[config.mk]
export PLATFORM = sky130hd
export DESIGN_NAME = asram_host
export DESIGN_NICKNAME = d
export VERILOG_FILES = /design/src/logic/asram_pkg.sv /design/src/logic/asram_host.sv /design/src/logic/asram_tick.sv
export SDC_FILE = /design/constraint.sdc
export NUM_CORES = 1
export LEC_CHECK = 0
export CORE_MARGIN = 2
export CORE_UTILIZATION = 60
export CTS_CLUSTER_SIZE = 30
export DETAILED_ROUTE_END_ITERATION = 16
export DONT_BUFFER_PORTS = 1
export PLACE_DENSITY = 0.75
export SYNTH_ARGS = -nofsm -noshare
export SYNTH_HDL_FRONTEND = slang
export SYNTH_SLANG_ARGS = --single-unit
[constraint.sdc]
create_clock -name i_core_clk -period 2 [get_ports i_core_clk]
set_input_delay 0.1 -clock i_core_clk [delete_from_list [all_inputs] [get_ports i_core_clk]]
set_output_delay 0.1 -clock i_core_clk [all_outputs]
set_load 0.1 [all_outputs]
[src/logic/asram_pkg.sv]
package asram_pkg;

  // Memory geometry
  localparam int unsigned ADDR_W = 15;
  localparam int unsigned DATA_W = 8;
  localparam int unsigned WORDS = 32768;

  // Core clock period in picoseconds (40 MHz)
  localparam int unsigned CLK_PERIOD_PS = 25000;

  // Speed grade timing in ns (slowest grade of 15/17/20 used as default)
  localparam int unsigned WRITE_INTERVAL_MIN_GATE_HIGH_NS = 13;
  localparam int unsigned WRITE_INTERVAL_MIN_GATE_LOW_NS = 20;
  localparam int unsigned SELECT_TO_WRITE_END_MIN_NS = 13;
  localparam int unsigned ADDRESS_TO_WRITE_END_MIN_NS = 13;
  localparam int unsigned DATA_BEFORE_WRITE_END_MIN_NS = 10;
  localparam int unsigned GATE_TO_READ_VALID_MAX_NS = 10;

  function automatic int unsigned asram_min_cycles(input int unsigned ns);
    int unsigned c;
    c = (ns * 1000 + CLK_PERIOD_PS - 1) / CLK_PERIOD_PS;
    return (c < 1) ? 1 : c;
  endfunction : asram_min_cycles

  // Write strobe low time: longest of all write minima, the gate-low figure, although gate is held high during writes
  localparam int unsigned WR_LOW_CYC_RAW = asram_min_cycles(WRITE_INTERVAL_MIN_GATE_LOW_NS);
  localparam int unsigned WR_SEL_CYC = asram_min_cycles(SELECT_TO_WRITE_END_MIN_NS);
  localparam int unsigned WR_ADR_CYC = asram_min_cycles(ADDRESS_TO_WRITE_END_MIN_NS);
  localparam int unsigned WR_DAT_CYC = asram_min_cycles(DATA_BEFORE_WRITE_END_MIN_NS);
  localparam int unsigned RD_GATE_CYC_RAW = asram_min_cycles(GATE_TO_READ_VALID_MAX_NS);
  // One extra cycle for the sampling edge on top of the access time
  localparam logic [3:0] WR_LOW_CYC = 4'(WR_LOW_CYC_RAW);
  localparam logic [3:0] RD_WAIT_CYC = 4'(RD_GATE_CYC_RAW + 1);

  // Bus-idle levels
  localparam logic [ADDR_W-1:0] ADDR_RST = 15'h0000;
  localparam logic [DATA_W-1:0] DATA_RST = 8'h00;

  typedef struct packed {
    logic [ADDR_W-1:0] addr;
    logic select_n;
    logic write_n;
    logic gate_n;
    logic [DATA_W-1:0] dout;
    logic dout_oe;
  } asram_pins_type;

  typedef struct packed {
    logic valid;
    logic write;
    logic [ADDR_W-1:0] addr;
    logic [DATA_W-1:0] wdata;
  } asram_req_type;

  typedef struct packed {
    logic done;
    logic [DATA_W-1:0] rdata;
  } asram_rsp_type;

  typedef enum logic [2:0] {
    ST_IDLE,
    ST_RD_SETUP,
    ST_RD_WAIT,
    ST_WR_SETUP,
    ST_WR_PULSE,
    ST_WR_RECOVER,
    ST_TURN
  } asram_state_type;

endpackage : asram_pkg

[src/logic/asram_host.sv]
`timescale 1ns/1ps
module asram_host (
  // Clock and reset
  input wire logic i_core_clk,
  input wire logic i_srst,
  // Request side
  input wire asram_pkg::asram_req_type i_req,
  output logic o_ready,
  output asram_pkg::asram_rsp_type o_rsp,
  // Memory pins
  output logic [asram_pkg::ADDR_W-1:0] o_word_address_in,
  output logic o_select_n,
  output logic o_write_n,
  output logic o_gate_n,
  output logic [asram_pkg::DATA_W-1:0] o_shared_data_lines,
  output logic o_shared_data_lines_oe,
  input wire logic [asram_pkg::DATA_W-1:0] i_shared_data_lines
);

  typedef struct packed {
    asram_pkg::asram_state_type state;
    asram_pkg::asram_pins_type pins;
    logic ready;
    asram_pkg::asram_rsp_type rsp;
  } asram_host_st_type;

  asram_host_st_type st_r;
  asram_host_st_type st_nxt;
  logic tick_load;
  logic [3:0] tick_count;
  logic tick_done;

  function automatic asram_pkg::asram_pins_type asram_idle_pins(input logic [asram_pkg::ADDR_W-1:0] a);
    asram_pkg::asram_pins_type p;
    p.addr = a;
    p.select_n = 1'b1;
    p.write_n = 1'b1;
    p.gate_n = 1'b1;
    p.dout = asram_pkg::DATA_RST;
    p.dout_oe = 1'b0;
    return p;
  endfunction : asram_idle_pins

  asram_tick u_tick (
    .i_core_clk(i_core_clk),
    .i_srst(i_srst),
    .i_load(tick_load),
    .i_count(tick_count),
    .o_expired(tick_done)
  );

  always_comb begin
    st_nxt = st_r;
    st_nxt.rsp.done = 1'b0;
    tick_load = 1'b0;
    tick_count = 4'h0;
    case (st_r.state)
      asram_pkg::ST_IDLE: begin
        st_nxt.pins = asram_idle_pins(st_r.pins.addr);
        if (st_r.ready && i_req.valid) begin
          st_nxt.ready = 1'b0;
          // Address placed one cycle before select falls
          st_nxt.pins.addr = i_req.addr;
          if (i_req.write) begin
            st_nxt.pins.dout = i_req.wdata;
            st_nxt.state = asram_pkg::ST_WR_SETUP;
          end else begin
            st_nxt.state = asram_pkg::ST_RD_SETUP;
          end
        end
      end
      asram_pkg::ST_RD_SETUP: begin
        // Strobe stays high through the read, data lines released
        st_nxt.pins.select_n = 1'b0;
        st_nxt.pins.gate_n = 1'b0;
        st_nxt.pins.write_n = 1'b1;
        st_nxt.pins.dout_oe = 1'b0;
        tick_load = 1'b1;
        tick_count = asram_pkg::RD_WAIT_CYC;
        st_nxt.state = asram_pkg::ST_RD_WAIT;
      end
      asram_pkg::ST_RD_WAIT: begin
        if (tick_done) begin
          st_nxt.rsp.rdata = i_shared_data_lines;
          st_nxt.rsp.done = 1'b1;
          st_nxt.pins = asram_idle_pins(st_r.pins.addr);
          st_nxt.state = asram_pkg::ST_TURN;
        end
      end
      asram_pkg::ST_WR_SETUP: begin
        // Select, strobe and data start together; gate stays high, but the strobe is still timed to the longer gate-low minimum
        st_nxt.pins.select_n = 1'b0;
        st_nxt.pins.dout_oe = 1'b1;
        st_nxt.pins.gate_n = 1'b1;
        st_nxt.pins.write_n = 1'b0;
        tick_load = 1'b1;
        tick_count = asram_pkg::WR_LOW_CYC;
        st_nxt.state = asram_pkg::ST_WR_PULSE;
      end
      asram_pkg::ST_WR_PULSE: begin
        if (tick_done) begin
          // Strobe rises first; select, address and data held one more cycle
          st_nxt.pins.write_n = 1'b1;
          st_nxt.state = asram_pkg::ST_WR_RECOVER;
        end
      end
      asram_pkg::ST_WR_RECOVER: begin
        st_nxt.pins = asram_idle_pins(st_r.pins.addr);
        st_nxt.rsp.done = 1'b1;
        st_nxt.state = asram_pkg::ST_TURN;
      end
      asram_pkg::ST_TURN: begin
        // Idle cycle lets the memory float before anyone drives again
        st_nxt.ready = 1'b1;
        st_nxt.state = asram_pkg::ST_IDLE;
      end
      default: begin
        st_nxt.pins = asram_idle_pins(asram_pkg::ADDR_RST);
        st_nxt.ready = 1'b0;
        st_nxt.state = asram_pkg::ST_TURN;
      end
    endcase
  end

  always_ff @(posedge i_core_clk) begin
    if (i_srst) begin
      st_r.state <= asram_pkg::ST_TURN;
      st_r.pins <= {asram_pkg::ADDR_RST, 3'b111, asram_pkg::DATA_RST, 1'b0};
      st_r.ready <= 1'b0;
      st_r.rsp <= '0;
    end else begin
      st_r <= st_nxt;
    end
  end

  assign o_ready = st_r.ready;
  assign o_rsp = st_r.rsp;
  assign o_word_address_in = st_r.pins.addr;
  assign o_select_n = st_r.pins.select_n;
  assign o_write_n = st_r.pins.write_n;
  assign o_gate_n = st_r.pins.gate_n;
  assign o_shared_data_lines = st_r.pins.dout;
  assign o_shared_data_lines_oe = st_r.pins.dout_oe;
endmodule : asram_host

[src/logic/asram_tick.sv]
`timescale 1ns/1ps
module asram_tick (
  // Clock and reset
  input wire logic i_core_clk,
  input wire logic i_srst,
  // Control
  input wire logic i_load,
  input wire logic [3:0] i_count,
  // Status
  output logic o_expired
);

  typedef struct packed {
    logic [3:0] cnt;
  } asram_tick_st_type;

  asram_tick_st_type st_r;
  asram_tick_st_type st_nxt;

  always_comb begin
    st_nxt = st_r;
    if (i_load) begin
      st_nxt.cnt = i_count;
    end else if (st_r.cnt != 4'h0) begin
      st_nxt.cnt = st_r.cnt - 4'h1;
    end
  end

  always_ff @(posedge i_core_clk) begin
    if (i_srst) begin
      st_r <= '0;
    end else begin
      st_r <= st_nxt;
    end
  end

  assign o_expired = (st_r.cnt == 4'h1) && !i_load;

endmodule : asram_tick

# Word level (Yosys, flattened, before mapping)
# Cells that the tools add are included.
[word_totals]
reg_bits = 44
input_bits = 35
out_inout_bits = 37
word_cells = 68
[op_classes]
n_addsub = 1
n_eq_ne = 10
muxes = 22
n_bitwise = 6
reduce_logical = 18
[ops]
columns = ["op", "n"]
rows = [
  ["one-hot mux 15 bit (3 select lines)", 1],
  ["two-way mux 30 bit", 1],
  ["one-hot mux 8 bit (3 select lines)", 1],
  ["two-way mux 18 bit", 1],
  ["one-hot mux 3 bit (6 select lines)", 1],
  ["two-way mux 8 bit", 2],
  ["one-hot mux 1 bit (3 select lines)", 4],
  ["OR reduction 5 bit", 2],
  ["equality test 3 bit, second input constant", 3],
  ["two-way mux 9 bit", 1],
  ["AND reduction 3 bit", 3],
  ["two-way mux 4 bit", 2],
  ["AND reduction 2 bit", 4],
  ["equality test 3 x 2 -> 1 bit, second input constant", 2],
  ["inequality test 2 bit, second input constant", 3],
  ["inverter 1 bit", 6],
  ["equality test 4 x 1 -> 1 bit, second input constant", 1],
  ["one-hot mux 1 bit (4 select lines)", 1],
  ["one-hot mux 2 bit (2 select lines)", 1],
  ["nonzero test 4 bit", 1],
  ["OR reduction 2 bit", 2],
  ["OR reduction 4 bit", 1],
  ["subtractor 4 x 1 -> 4 bit, second input constant", 1],
  ["equality test 3 x 1 -> 1 bit, second input constant", 1],
  ["other kinds (8)", 11],
]

# Longest topological paths before layout
# Gate-level depths: netlist (run 1).
[logic_depth]
depth_word = 7
mapped_depth = 6
depth_no_buf = 5

# Modules after synthesis
# Synthesis (run 1) repeated with hierarchy kept, for this count alone.
[hier_totals]
hier_cells = 259
area_unflattened_um2 = 2304.7
[by_module_without_submodules]
columns = ["module", "n_inst", "cells_each", "area_each_um2", "seq_area_each_um2"]
rows = [
  ["asram_host", 1, 233, 2055.7, 800.8],
  ["asram_tick", 1, 26, 249.0, 80.1],
]

# Least setup slack after synthesis (run 1)
# Ideal clock, no wire load.
[synth_path]
path_type = "reg-to-reg"
start = "reg st_r, in the netlist o_ready"
end = "reg st_r, in the netlist o_word_address_in[10]"
setup_time_ns = 0.072
arrival_ns = 1.805
required_time_ns = 1.928
slack_ns = 0.123
stages_incl_launch_ff = 6
n_path_buf = 2
period_less_slack_ns = 1.877
cell_sequence = "dfxtp_1 -> and2_1 -> a21o_1 -> buf_6 -> buf_12 -> mux2i_1"
[synth_between]
elab_chain_cells = 3
[synth_lines]
columns = ["item", "line", "rtl"]
rows = [
  ["start, declared", "asram_host.sv:27", "asram_host_st_type st_r;"],
  ["start signal, assigned", "asram_host.sv:132", "st_r <= st_nxt;"],
  ["logical AND 1 bit", "asram_host.sv:60", "if (st_r.ready && i_req.valid) begin"],
  ["inequality test 2 bit (no line)", "n/a", ""],
  ["AND reduction 3 bit (no line)", "n/a", ""],
]
# No other way between the ends.
# A chain may end at the register's enable or synchronous reset.

# Worst setup path after layout (run 1)
[layout_path]
start = "reg st_r[38] in the netlist's numbering"
end = "reg st_r, in the netlist o_shared_data_lines[0]"
[layout_between]
elab_chain_cells = 7
word_cells_on_any_way = 15
cone_classes = "eq/ne (6); mux (2); bitwise (1); reduce/logical (6)"
[layout_lines]
columns = ["item", "line", "rtl"]
rows = [
  ["equality test 3 x 2 -> 1 bit or equality test 3 x 1 -> 1 bit (tied branches)", "asram_host.sv:57", "case (st_r.state)"],
  ["OR reduction 2 bit (no line)", "n/a", ""],
  ["two-way mux 1 bit", "asram_host.sv:57", ""],
  ["logical NOT 1 bit", "asram_tick.sv:37", "assign o_expired = (st_r.cnt == 4'h1) && !i_load;"],
  ["logical AND 1 bit", "asram_tick.sv:37", ""],
  ["inequality test 2 bit (no line)", "n/a", ""],
  ["AND reduction 2 bit (no line)", "n/a", ""],
]
# Parallel ways exist; a longest one is shown, timed or not.

==> load_flow_metrics.sql, run 1 <==
INSERT INTO impl_metrics (metric_group, metric, value, unit) VALUES
('die', 'die_area', '0.00426', 'mm²'),
('final_layout', 'finalInstanceArea', '0.00267', 'mm²'),
('setup_path', 'crit_path_max_fanout', '15', ''),
('drt', 'route.detailed.wl_per_inst', '15.1', 'µm'),
('placement', 'numPortBuffers', '0', ''),
('setup_path', 'critPathCaptureType', 'register', ''),
('power_and_ir_drop', 'p_comb_frac', '0.312', ''),
('drt', 'detail_route.first_pass.iterations', '4', ''),
('power_and_ir_drop', 'power_switching', '0.000807', 'W'),
('synthesis', 'synth_top_family_by_area', 'simple AND/OR/NAND/NOR gates', ''),
('drt', 'drt_drc_violations_left', '0', ''),
('drt', 'ant_nets', '0', ''),
('synthesis', 'synth_ff_type', 'dfxtp_1', ''),
('synthesis', 'synth-async-reset-ratio', '0', ''),
('global_route', 'grt_pass1_wl', '8.16', 'mm'),
('synthesis', 'yosysSeqAreaShare', '0.391', ''),
('flow_run', 'max-cap-violations', '0', ''),
('global_route', 'gr-total-overflow', '0', ''),
('die', 'initial_core_util', '0.620', ''),
('timing', 'period_share', '0.941', ''),
('global_route', 'grt_util_met2', '0.448', ''),
('setup_path', 'critical_register_to_register_path_startpoint', 'st_r[38]', ''),
('final_layout', 'layout-drive-gt1-share', '0.211', ''),
('global_route', 'antenna_found_initial', '0', ''),
('synthesis', 'synth_fp_nets', '295', ''),
('timing', 'clock-skew-final', '4.89', 'ps'),
('drt', 'route.final.wire_length', '5.01', 'mm'),
('power_and_ir_drop', 'clock_power_share', '0.253', ''),
('power_and_ir_drop', 'cellInternalPower', '0.00151', 'W'),
('clock_network', 'tritoncts.num_buffers', '5', ''),
('global_route', 'met1_track_demand_over_resource_in_global_routing', '0.277', ''),
('power_and_ir_drop', 'p_leak', '1.04', 'nW'),
('setup_path', 'critPathCapture', 'o_shared_data_lines[0]', ''),
('clock_network', 'cts_max_level', '2', ''),
('synthesis', 'synthCells', '258', ''),
('final_layout', 'layout.core_utilization', '0.734', ''),
('placement', 'placed_cell_area', '0.00229', 'mm²'),
('timing', 'setup_total_negative_slack', '0', 'ps'),
('setup_path', 'ff2ff_setup_slack', '120', 'ps'),
('synthesis', 'synth_fa_ha_area_frac', '0.0111', ''),
('timing', 'tightest_slew_margin_relative_to_the_limit', '0.390', ''),
('clock_network', 'clkSlewWorstSetupHoldPaths', '80', 'ps'),
('final_layout', 'syn2layout_area_growth', '18.4', '%'),
('setup_path', 'criticalPathCategory', 'register to register', ''),
('placement', 'dp.cells', '299', ''),
('setup_path', 'timing.critical_path.cells', 'nor3_4, nand4_1, dlygate4sd3_1, a31oi_1', ''),
('synthesis', 'synth-edff-count', '0', ''),
('setup_path', 'required', '2220', 'ps'),
('timing', 'maxClockFrequency', '531', 'MHz'),
('timing', 'worst-slew-pin-transition', '915', 'ps'),
('power_and_ir_drop', 'switching_share', '0.348', ''),
('synthesis', 'share_of_the_synthesized_netlist_area_taken_by_xor_and_xnor_gates', '0.00389', ''),
('placement', 'gp_congestion', '0.838', ''),
('setup_path', 'reg2reg_to', 'o_shared_data_lines[0]', ''),
('timing', 'grt_setup_unrepaired', 'no', ''),
('global_route', 'grtUsageTotal', '0.247', ''),
('clock_network', 'buffer_type_at_the_clock_tree_root', 'clkbuf_8', ''),
('setup_path', 'reg2regPathDepth', '4', ''),
('clock_network', 'numClockSinks', '44', ''),
('placement', 'post_placement_setup_slack', '285', 'ps'),
('power_and_ir_drop', 'seq_power_share', '0.435', ''),
('final_layout', 'final-instance-count-excl-fill', '333', ''),
('die', 'placeableCoreArea', '0.00363', 'mm²'),
('setup_path', 'timing.critical_path.slowest_stage_cell', 'dlygate4sd3_1', ''),
('timing', 'finalWorstSetupSlack', '117', 'ps'),
('global_route', 'globalRouteMet3Util', '0.0685', ''),
('synthesis', 'syn_area', '0.00225', 'mm²'),
('die', 'placement_row_count', '22', ''),
('clock_network', 'cts_tree', 'yes', ''),
('drt', 'detailedRoute.firstIterationViolations', '74', ''),
('run_status', 'outcome', 'completed', '');
==> power groups by stage <==
stage / clock network, W / registers [W] / logic, W
2_1_floorplan: 0 / 0.00104 / 0.000556
3_3_place_gp: 0 / 0.00102 / 0.000652
3_5_place_dp: 0 / 0.00103 / 0.000668
4_1_cts: 0.000599 / 0.00100 / 0.000718
5_1_grt: 0.000641 / 0.00102 / 0.000792
6_report: 0.000587 / 0.00101 / 0.000724
==> area by class of cell <==
cell class                      instances  area [µm²]
Clock buffer                            7        96.3
Fill cell                             290         967
Inverter                                5        18.8
Multi-Input combinational cell        157        1000
Sequential cell                        44         881
Tap cell                               48        60.1
Timing Repair Buffer                   72         611
==> how the worst min path moves through the flow <==
stage              from                      to  cells after the start
2_1_floorplan  i_req[8]    o_word_address_in[0]                      2
3_3_place_gp     i_srst                o_rsp[1]                      1
3_5_place_dp     i_srst                o_rsp[1]                      1
4_1_cts        i_req[6]  o_shared_data_lines[6]                      2
5_1_grt        i_req[2]  o_shared_data_lines[2]                      2
6_report       i_req[6]  o_shared_data_lines[6]                      2
==> metal layers <==
layer  wire length (µm)  vias up
met5                  0        -
met2               2600       53
met4                 42        0
met1               2090      883
li1                   -      922
met3                281        6
==> cells in the final DEF (no fill, tap or decap), types with 2 or more instances in the layout <==
cell type	n
buf_4	45
or3b_1	2
nor4_1	2
o21ai_0	11
and3b_1	5
inv_1	5
nand3_1	9
nor2b_1	2
nand2_1	34
nor3b_1	3
a31oi_1	7
nand2b_1	2
ha_1	2
nand4_1	11
and3_1	2
nor2_1	6
dlygate4sd3_1	26
mux2i_1	17
dfxtp_1	44
clkbuf_8	7
nand3b_1	2
a21oi_1	18
==> kinds of logic after synthesis <==
group | after synthesis
xor gates and xnor gates | 1
buffers and inverters | 57
adders and majority gates | 2
AOI/OAI and AO/OA | 45
muxes | 18
DFF | 44
and+or+nand+nor | 91
==> metrics by stage <==
stage	total power, W	hold WS [ps]
final	0.00232	14.1
after detailed placement	0.00169	177
after global placement	0.00167	174
after floorplan	0.00160	242
after global routing	0.00245	12.4
after CTS	0.00232	9.44
==> flip-flops by register name, summed over array words and instances (netlist names) <==
signal	flops
st_r	3
o_select_n	1
o_shared_data_lines	8
o_word_address_in	15
o_shared_data_lines_oe	1
o_write_n	1
o_gate_n	1
o_rsp	9
o_ready	1
u_tick.st_r	4
==> critical path, delay by kind of cell, from the launching register on <==
kind | cells | cell delay, ps
AO/OA/AOI/OAI | 1 | 160
buffers and inverters | 1 | 580
flip-flops | 1 | 470
AND/OR/NAND/NOR | 2 | 590
==> Yosys cell counts, types with 2 or more instances <==
| master | number | area (µm²) |
|---|---|---|
| a21oi_1 | 18 | 90.1 |
| a31oi_1 | 7 | 43.8 |
| and3_1 | 2 | 12.5 |
| and3b_1 | 5 | 43.8 |
| buf_2 | 4 | 20.0 |
| buf_4 | 34 | 255 |
| buf_6 | 2 | 22.5 |
| clkbuf_1 | 11 | 41.3 |
| dfxtp_1 | 44 | 881 |
| ha_1 | 2 | 25.0 |
| inv_1 | 5 | 18.8 |
| mux2i_1 | 17 | 170 |
| nand2_1 | 34 | 128 |
| nand2b_1 | 2 | 12.5 |
| nand3_1 | 9 | 45.0 |
| nand3b_1 | 2 | 15.0 |
| nand4_1 | 11 | 68.8 |
| nor2_1 | 6 | 22.5 |
| nor2b_1 | 2 | 12.5 |
| nor3b_1 | 3 | 22.5 |
| nor4_1 | 2 | 12.5 |
| o21ai_0 | 11 | 55.1 |
| or3b_1 | 2 | 17.5 |
==> timing repair <==
action	4_1_cts	5_1_grt
hold buffers	27	0
setup endpoints to repair	0	3
endpoints found under the hold margin	41	0
gates resized for setup	0	2
buffers inserted	0	0
Note: power is estimated with default switching activity, not from simulation.
==> run 2: changes to the inputs <==
- CORE_MARGIN: 2 -> default
- CORE_UTILIZATION: 60 -> 56
- PLACE_DENSITY: 0.75 -> 0.73
- RECOVER_POWER: default -> 50
- clock period: 2 -> 1.7 ns (I/O delays scaled with it)
==> load_flow_metrics.sql, run 2 (synthesis gave the netlist of run 1 again) <==
INSERT INTO impl_metrics (metric_group, metric, value, unit) VALUES
('setup_path', 'timing.critical_path.cells', 'inv_1, ha_1, nor3b_1, mux2_2, o21ai_0', ''),
('global_route', 'antenna_found_initial', '0', ''),
('final_layout', 'layout.cells.most_common', 'dfxtp_1', ''),
('setup_path', 'max_incr_delay_on_cp', '380', 'ps'),
('drt', 'via_count_of_the_routed_design', '1928', ''),
('power_and_ir_drop', 'switching_share', '0.342', ''),
('run_status', 'outcome', 'completed', ''),
('setup_path', 'startpoint', 'u_tick.st_r[0]', ''),
('global_route', 'grt_pass1_wl', '8.44', 'mm'),
('setup_path', 'timing.critical_path.slowest_stage_cell', 'mux2_2', ''),
('drt', 'routed_via_density', '5.57', ''),
('clock_network', 'cts_max_level', '2', ''),
('timing', 'maxClockFrequency', '638', 'MHz'),
('final_layout', 'n_antenna_cell', '0', ''),
('timing', 'finalCriticalPeriod', '1570', 'ps'),
('timing', 'period_share', '0.922', ''),
('power_and_ir_drop', 'cellInternalPower', '0.00189', 'W'),
('global_route', 'grt_pass1_vias', '1868', ''),
('placement', 'detailed_place_hpwl', '3.18', 'mm'),
('final_layout', 'layout-drive-gt1-share', '0.228', ''),
('placement', 'gp_congestion', '0.833', ''),
('power_and_ir_drop', 'total_power', '0.00286', 'W'),
('drt', 'route.detailed.wl_per_inst', '14.7', 'µm'),
('final_layout', 'fin_nets', '334', ''),
('setup_path', 'criticalPathCategory', 'register to register', ''),
('flow_run', 'max-cap-violations', '0', ''),
('clock_network', 'clock_path_buffers', '2', ''),
('timing', 'maxSlewViolCount', '0', ''),
('drt', 'detail_route.first_pass.iterations', '4', ''),
('drt', 'drt_drc_violations_left', '0', ''),
('die', 'die-width', '65.4', 'µm'),
('clock_network', 'clk-insertion-delay-late', '300', 'ps'),
('setup_path', 'required', '1920', 'ps'),
('timing', 'final-hold-violation-count', '0', ''),
('clock_network', 'buffer_type_at_the_clock_tree_root', 'clkbuf_8', ''),
('clock_network', 'cts.repair_timing.setup_buffer_count', '0', ''),
('final_layout', 'final_cell_mix', 'dfxtp_1 (43), clkbuf_2 (37), nand2_1 (34)', ''),
('clock_network', 'cts_tree', 'yes', ''),
('timing', 'tightest_slew_margin_relative_to_the_limit', '0.390', ''),
('timing', 'clock-skew-final', '4.63', 'ps'),
('power_and_ir_drop', 'p_leak', '1.06', 'nW'),
('power_and_ir_drop', 'power_switching', '0.000978', 'W'),
('timing', 'finalSetupViolations', '0', ''),
('power_and_ir_drop', 'seq_power_share', '0.414', ''),
('die', 'placement_row_count', '22', ''),
('timing', 'setup_total_negative_slack', '0', 'ps'),
('global_route', 'grt_max_degree', '25', ''),
('power_and_ir_drop', 'power_per_cell_area', '1060', 'mW/mm²'),
('clock_network', 'numClockSinks', '44', ''),
('die', 'die_area', '0.00428', 'mm²'),
('clock_network', 'clkSlewWorstSetupHoldPaths', '80', 'ps'),
('power_and_ir_drop', 'clock_power_share', '0.275', ''),
('setup_path', 'critical-path-top-delay-family', 'multiplexers', ''),
('setup_path', 'critical_register_to_register_path_startpoint', 'u_tick.st_r[0]', ''),
('min_path', 'timing.hold.worst.start', 'i_req[7]', ''),
('timing', 'grt_setup_unrepaired', 'no', ''),
('min_path', 'hold_path_class', 'input pin to register', ''),
('power_and_ir_drop', 'ir_drop', '0.788', 'mV'),
('setup_path', 'critical_path_buf_inv_count', '1', ''),
('die', 'fp.dieH', '65.4', 'µm'),
('setup_path', 'startpoint_type', 'register', ''),
('final_layout', 'syn2layout_area_growth', '19.5', '%'),
('die', 'placeableCoreArea', '0.00377', 'mm²'),
('clock_network', 'tritoncts.num_buffers', '5', ''),
('setup_path', 'crit_path_max_fanout', '4', ''),
('setup_path', 'critPathCaptureType', 'register', ''),
('final_layout', 'largest_register_ff_count', '15', ''),
('die', 'initial_core_util', '0.597', ''),
('global_route', 'gr-total-overflow', '0', ''),
('drt', 'ant_nets', '0', ''),
('timing', 'worst-slew-pin-transition', '912', 'ps'),
('power_and_ir_drop', 'p_comb_frac', '0.311', ''),
('global_route', 'grtUsageTotal', '0.257', ''),
('placement', 'numPortBuffers', '0', ''),
('drt', 'route.final.wire_length', '5.09', 'mm'),
('die', 'top_level_ports', '72', ''),
('setup_path', 'worst-endpoint-arrival', '1790', 'ps'),
('drt', 'detailedRoute.firstIterationViolations', '107', '');
==> run 2: final cells by class <==
type	instances	area (µm²)
Fill cell	312	1080
Multi-Input combinational cell	157	996
Sequential cell	44	882
Timing Repair Buffer	84	627
Clock buffer	6	72.6
Tap cell	48	60.1
Clock inverter	2	35.0
Inverter	5	18.8
==> run 2: path summary, 6_finish.rpt <==
| check | cells past startpoint | to | slack [ps] |
|---|---|---|---|
| setup / recovery | 5 | u_tick.st_r[1] | 130 |
| hold / removal | 2 | o_shared_data_lines[7] | 20 |
| setup reg to reg | 5 | u_tick.st_r[1] | 130 |
| hold reg to reg | 2 | o_word_address_in[0] | 460 |
==> run 2: power by group through the flow <==
stage | combinational, W | sequential, W | clock (W)
6_report | 0.000891 | 0.00119 | 0.000787
5_1_grt | 0.000965 | 0.00120 | 0.000847
3_3_place_gp | 0.000796 | 0.00121 | 0
2_1_floorplan | 0.000654 | 0.00123 | 0
4_1_cts | 0.000899 | 0.00118 | 0.000798
3_5_place_dp | 0.000826 | 0.00121 | 0
==> run 2: what timing repair did <==
action,in CTS,in global routing
resized for setup,0,1
endpoints found under the setup margin,0,1
hold endpoints to repair,41,0
hold buffers,32,0
==> run 2: per-layer routing <==
metal,track usage,part of all wire,vias up
met3,0.0608,0.058,13
met2,0.430,0.50,64
met4,0.120,0.021,0
met1,0.310,0.42,902
met5,0,0,-
li1,-,-,949
==> run 2: worst register-to-register path, delay by kind of cell, from the launching register on <==
kind                       cells  cell delay, ps
muxes                          1             380
and+or+nand+nor                1             350
DFF                            1             330
adders and majority gates      1             220
AOI/OAI and AO/OA              1             130
buffers and inverters          1             100
==> run 2: per-stage QoR <==
stage	hold slack, ps	setup WS, ps	util	instances	area [µm²]
floorplan	227	134	-	258	2250
finish	19.4	132	0.714	346	2690
detailed placement	160	162	0.625	306	2360
global placement	159	241	0.625	306	2360
CTS	13.9	128	0.739	346	2790
global route	27.9	5.94	0.714	346	2690
==> run 3: changes to the inputs <==
- ABC_AREA: default -> 1
==> load_flow_metrics.sql, run 3 <==
INSERT INTO impl_metrics (metric_group, metric, value, unit) VALUES
('run_status', 'outcome', 'completed', ''),
('placement', 'placed_cell_area', '0.00236', 'mm²'),
('drt', 'routed_via_density', '5.17', ''),
('die', 'placeableCoreArea', '0.00380', 'mm²'),
('final_layout', 'final_cell_mix', 'nor2_1 (48), dfxtp_1 (44), nand2_1 (38)', ''),
('global_route', 'grt_pass1_vias', '1839', ''),
('die', 'top_level_ports', '72', ''),
('drt', 'ant_nets', '0', ''),
('timing', 'maxClockFrequency', '675', 'MHz'),
('placement', 'numPortBuffers', '0', ''),
('setup_path', 'startpoint_type', 'register', ''),
('synthesis', 'synthCells', '307', ''),
('setup_path', 'critical_register_to_register_path_startpoint', 'st_r[37]', ''),
('synthesis', 'synth-async-reset-ratio', '0', ''),
('final_layout', 'n_antenna_cell', '0', ''),
('synthesis', 'syn_area', '0.00231', 'mm²'),
('drt', 'via_count_of_the_routed_design', '1987', ''),
('synthesis', 'flops_latches_synth', '44', ''),
('clock_network', 'cts_max_level', '2', ''),
('final_layout', 'layout.cells.most_common', 'nor2_1', ''),
('synthesis', 'yosysMostFrequentCell', 'nor2_1', ''),
('clock_network', 'tritoncts.num_buffers', '5', ''),
('setup_path', 'worst-endpoint-arrival', '1670', 'ps'),
('synthesis', 'yosysSeqAreaShare', '0.382', ''),
('timing', 'tightest_slew_margin_relative_to_the_limit', '0.620', ''),
('synthesis', 'synth_fp_nets', '344', ''),
('setup_path', 'reg2reg_to', 'o_shared_data_lines[3]', ''),
('timing', 'final-hold-violation-count', '0', ''),
('setup_path', 'required', '1890', 'ps'),
('final_layout', 'layout-drive-gt1-share', '0.205', ''),
('setup_path', 'crit_path_max_fanout', '13', ''),
('drt', 'detailedRoute.firstIterationViolations', '70', ''),
('global_route', 'grtUsageTotal', '0.232', ''),
('min_path', 'hold-path-endpoint', 'o_shared_data_lines[1]', ''),
('synthesis', 'yosys-top-cells-area', 'dfxtp_1 (38%), buf_4 (11%), nand3_1 (8.0%)', ''),
('global_route', 'gr-total-overflow', '0', ''),
('final_layout', 'n_fill_cell', '347', ''),
('clock_network', 'clock_path_buffers', '2', ''),
('drt', 'detail_route.first_pass.iterations', '6', ''),
('clock_network', 'buffer_type_at_the_clock_tree_root', 'clkbuf_8', ''),
('clock_network', 'clkSlewWorstSetupHoldPaths', '80', 'ps'),
('timing', 'clock-skew-final', '5.40', 'ps'),
('synthesis', 'post_synth_most_frequent_cells', 'nor2_1 (48), dfxtp_1 (44), nand2_1 (38), nand3_1 (37), buf_4 (34)', ''),
('timing', 'worst-slew-pin-transition', '570', 'ps'),
('clock_network', 'numClockSinks', '44', ''),
('clock_network', 'cts_tree', 'yes', ''),
('placement', 'detailed_place_hpwl', '3.22', 'mm'),
('die', 'die-width', '66.2', 'µm'),
('synthesis', 'ys_warn_count', '0', ''),
('synthesis', 'syn_avg_cell_area', '7.52', 'µm²'),
('timing', 'grt_setup_unrepaired', 'no', ''),
('setup_path', 'ff2ff_setup_slack', '220', 'ps'),
('setup_path', 'reg2regPathDepth', '7', ''),
('global_route', 'antenna_found_initial', '0', ''),
('min_path', 'hold-path-cell-count', '4', ''),
('min_path', 'hold_path_class', 'input pin to register', ''),
('synthesis', 'synthDistinctLibCells', '25', ''),
('synthesis', 'synth-edff-count', '0', ''),
('drt', 'drt_drc_violations_left', '0', ''),
('die', 'fp.dieH', '66.2', 'µm'),
('final_layout', 'largest_register_ff_count', '15', ''),
('synthesis', 'yosys_top_cell_by_area', 'dfxtp_1', ''),
('die', 'placement_row_count', '22', ''),
('timing', 'setup_total_negative_slack', '0', 'ps'),
('timing', 'finalCriticalPeriod', '1480', 'ps'),
('timing', 'fin_hold_ws', '42.7', 'ps'),
('die', 'die_area', '0.00438', 'mm²'),
('setup_path', 'criticalPathCategory', 'register to register', ''),
('drt', 'route.final.wire_length', '4.80', 'mm'),
('timing', 'maxSlewViolCount', '0', ''),
('synthesis', 'synth_top_cell_area_share', '0.382', ''),
('timing', 'period_share', '0.871', ''),
('global_route', 'grt_pass1_wl', '7.85', 'mm'),
('clock_network', 'clk-insertion-delay-late', '290', 'ps'),
('min_path', 'timing.hold.worst.start', 'i_req[1]', ''),
('placement', 'post_placement_setup_slack', '247', 'ps'),
('setup_path', 'critPathCaptureType', 'register', ''),
('timing', 'finalWorstSetupSlack', '220', 'ps'),
('placement', 'gp_congestion', '0.866', ''),
('final_layout', 'finalInstanceArea', '0.00262', 'mm²'),
('timing', 'finalSetupViolations', '0', ''),
('flow_run', 'max-cap-violations', '0', ''),
('die', 'initial_core_util', '0.608', ''),
('final_layout', 'fin_nets', '372', ''),
('global_route', 'grt_max_degree', '31', ''),
('synthesis', 'synth_ff_type', 'dfxtp_1', ''),
('final_layout', 'syn2layout_area_growth', '13.6', '%'),
('drt', 'route.detailed.wl_per_inst', '12.5', 'µm');
[run 3: cell count changes after synthesis, moves of 10 or more]
| cell | before | now |
|---|---|---|
| nor2_1 | 6 | 48 |
| nand3_1 | 9 | 37 |
| mux2i_1 | 17 | 0 |
| o21ai_0 | 11 | 23 |
| inv_1 | 5 | 16 |
| clkbuf_1 | 11 | 1 |
[run 3: cells by family (layout without fill, tap and decap cells)]
logic type / Yosys count / after routing / synth area share
AND/OR/NAND/NOR: 141 / 141 / 0.300
buffers and inverters: 68 / 97 / 0.189
AO/OA/AOI/OAI: 50 / 50 / 0.112
flip-flops: 44 / 44 / 0.382
adder cells (fa/ha/maj): 2 / 2 / 0.0108
XOR/XNOR: 2 / 2 / 0.00759
[run 3: routing by layer]
layer  GRT usage  part of all wire  routed length (µm)
met1       0.269              0.44                2100
met2       0.416              0.51                2440
met5           0                 0                   0
met3      0.0552             0.051                 246
met4      0.0745            0.0021                  10
[run 3: cell type report]
class / count / area (µm²) / area share
clock buffers: 5 / 68.8 / 0.0262
clock inverters: 3 / 42.5 / 0.0162
inverters: 20 / 80.1 / 0.0305
multi-input cells: 195 / 992 / 0.378
flip-flops and latches: 44 / 881 / 0.336
well taps: 48 / 60.1 / 0.0229
repair buffers: 69 / 498 / 0.190
[run 3: worst max-delay path by stage]
stage,cells past startpoint,start,endpoint
2_1_floorplan,7,o_ready,o_word_address_in[6]
3_3_place_gp,7,st_r[37],o_shared_data_lines[0]
6_report,7,st_r[37],o_shared_data_lines[3]
4_1_cts,7,st_r[37],o_shared_data_lines[3]
5_1_grt,7,u_tick.st_r[0],o_shared_data_lines[3]
3_5_place_dp,7,st_r[37],o_shared_data_lines[3]
[run 3: critical path, stage by stage, from the launching register on]
cell	delay, ps
dfxtp_1	560
inv_6	70
nand2_4	80
nor2_4	40
nand2_2	220
nand3_2	200
nor2_1	150
nor2_1	60
[run 3: what timing repair did]
action / 4_1_cts / 5_1_grt
setup buffers: 0 / 0
hold buffers: 24 / 0
endpoints found under the hold margin: 29 / 0
resized for setup: 0 / 0
[run 3: through the flow]
stage                util  instances
finish              0.690        384
global route        0.690        384
CTS                 0.715        384
detailed placement  0.623        352
global placement    0.623        352
floorplan               -        307
Power of run 3 is left out: the tool's default activity adds up to more than one toggle a clock period on the data nets, which glitch-free logic cannot reach.
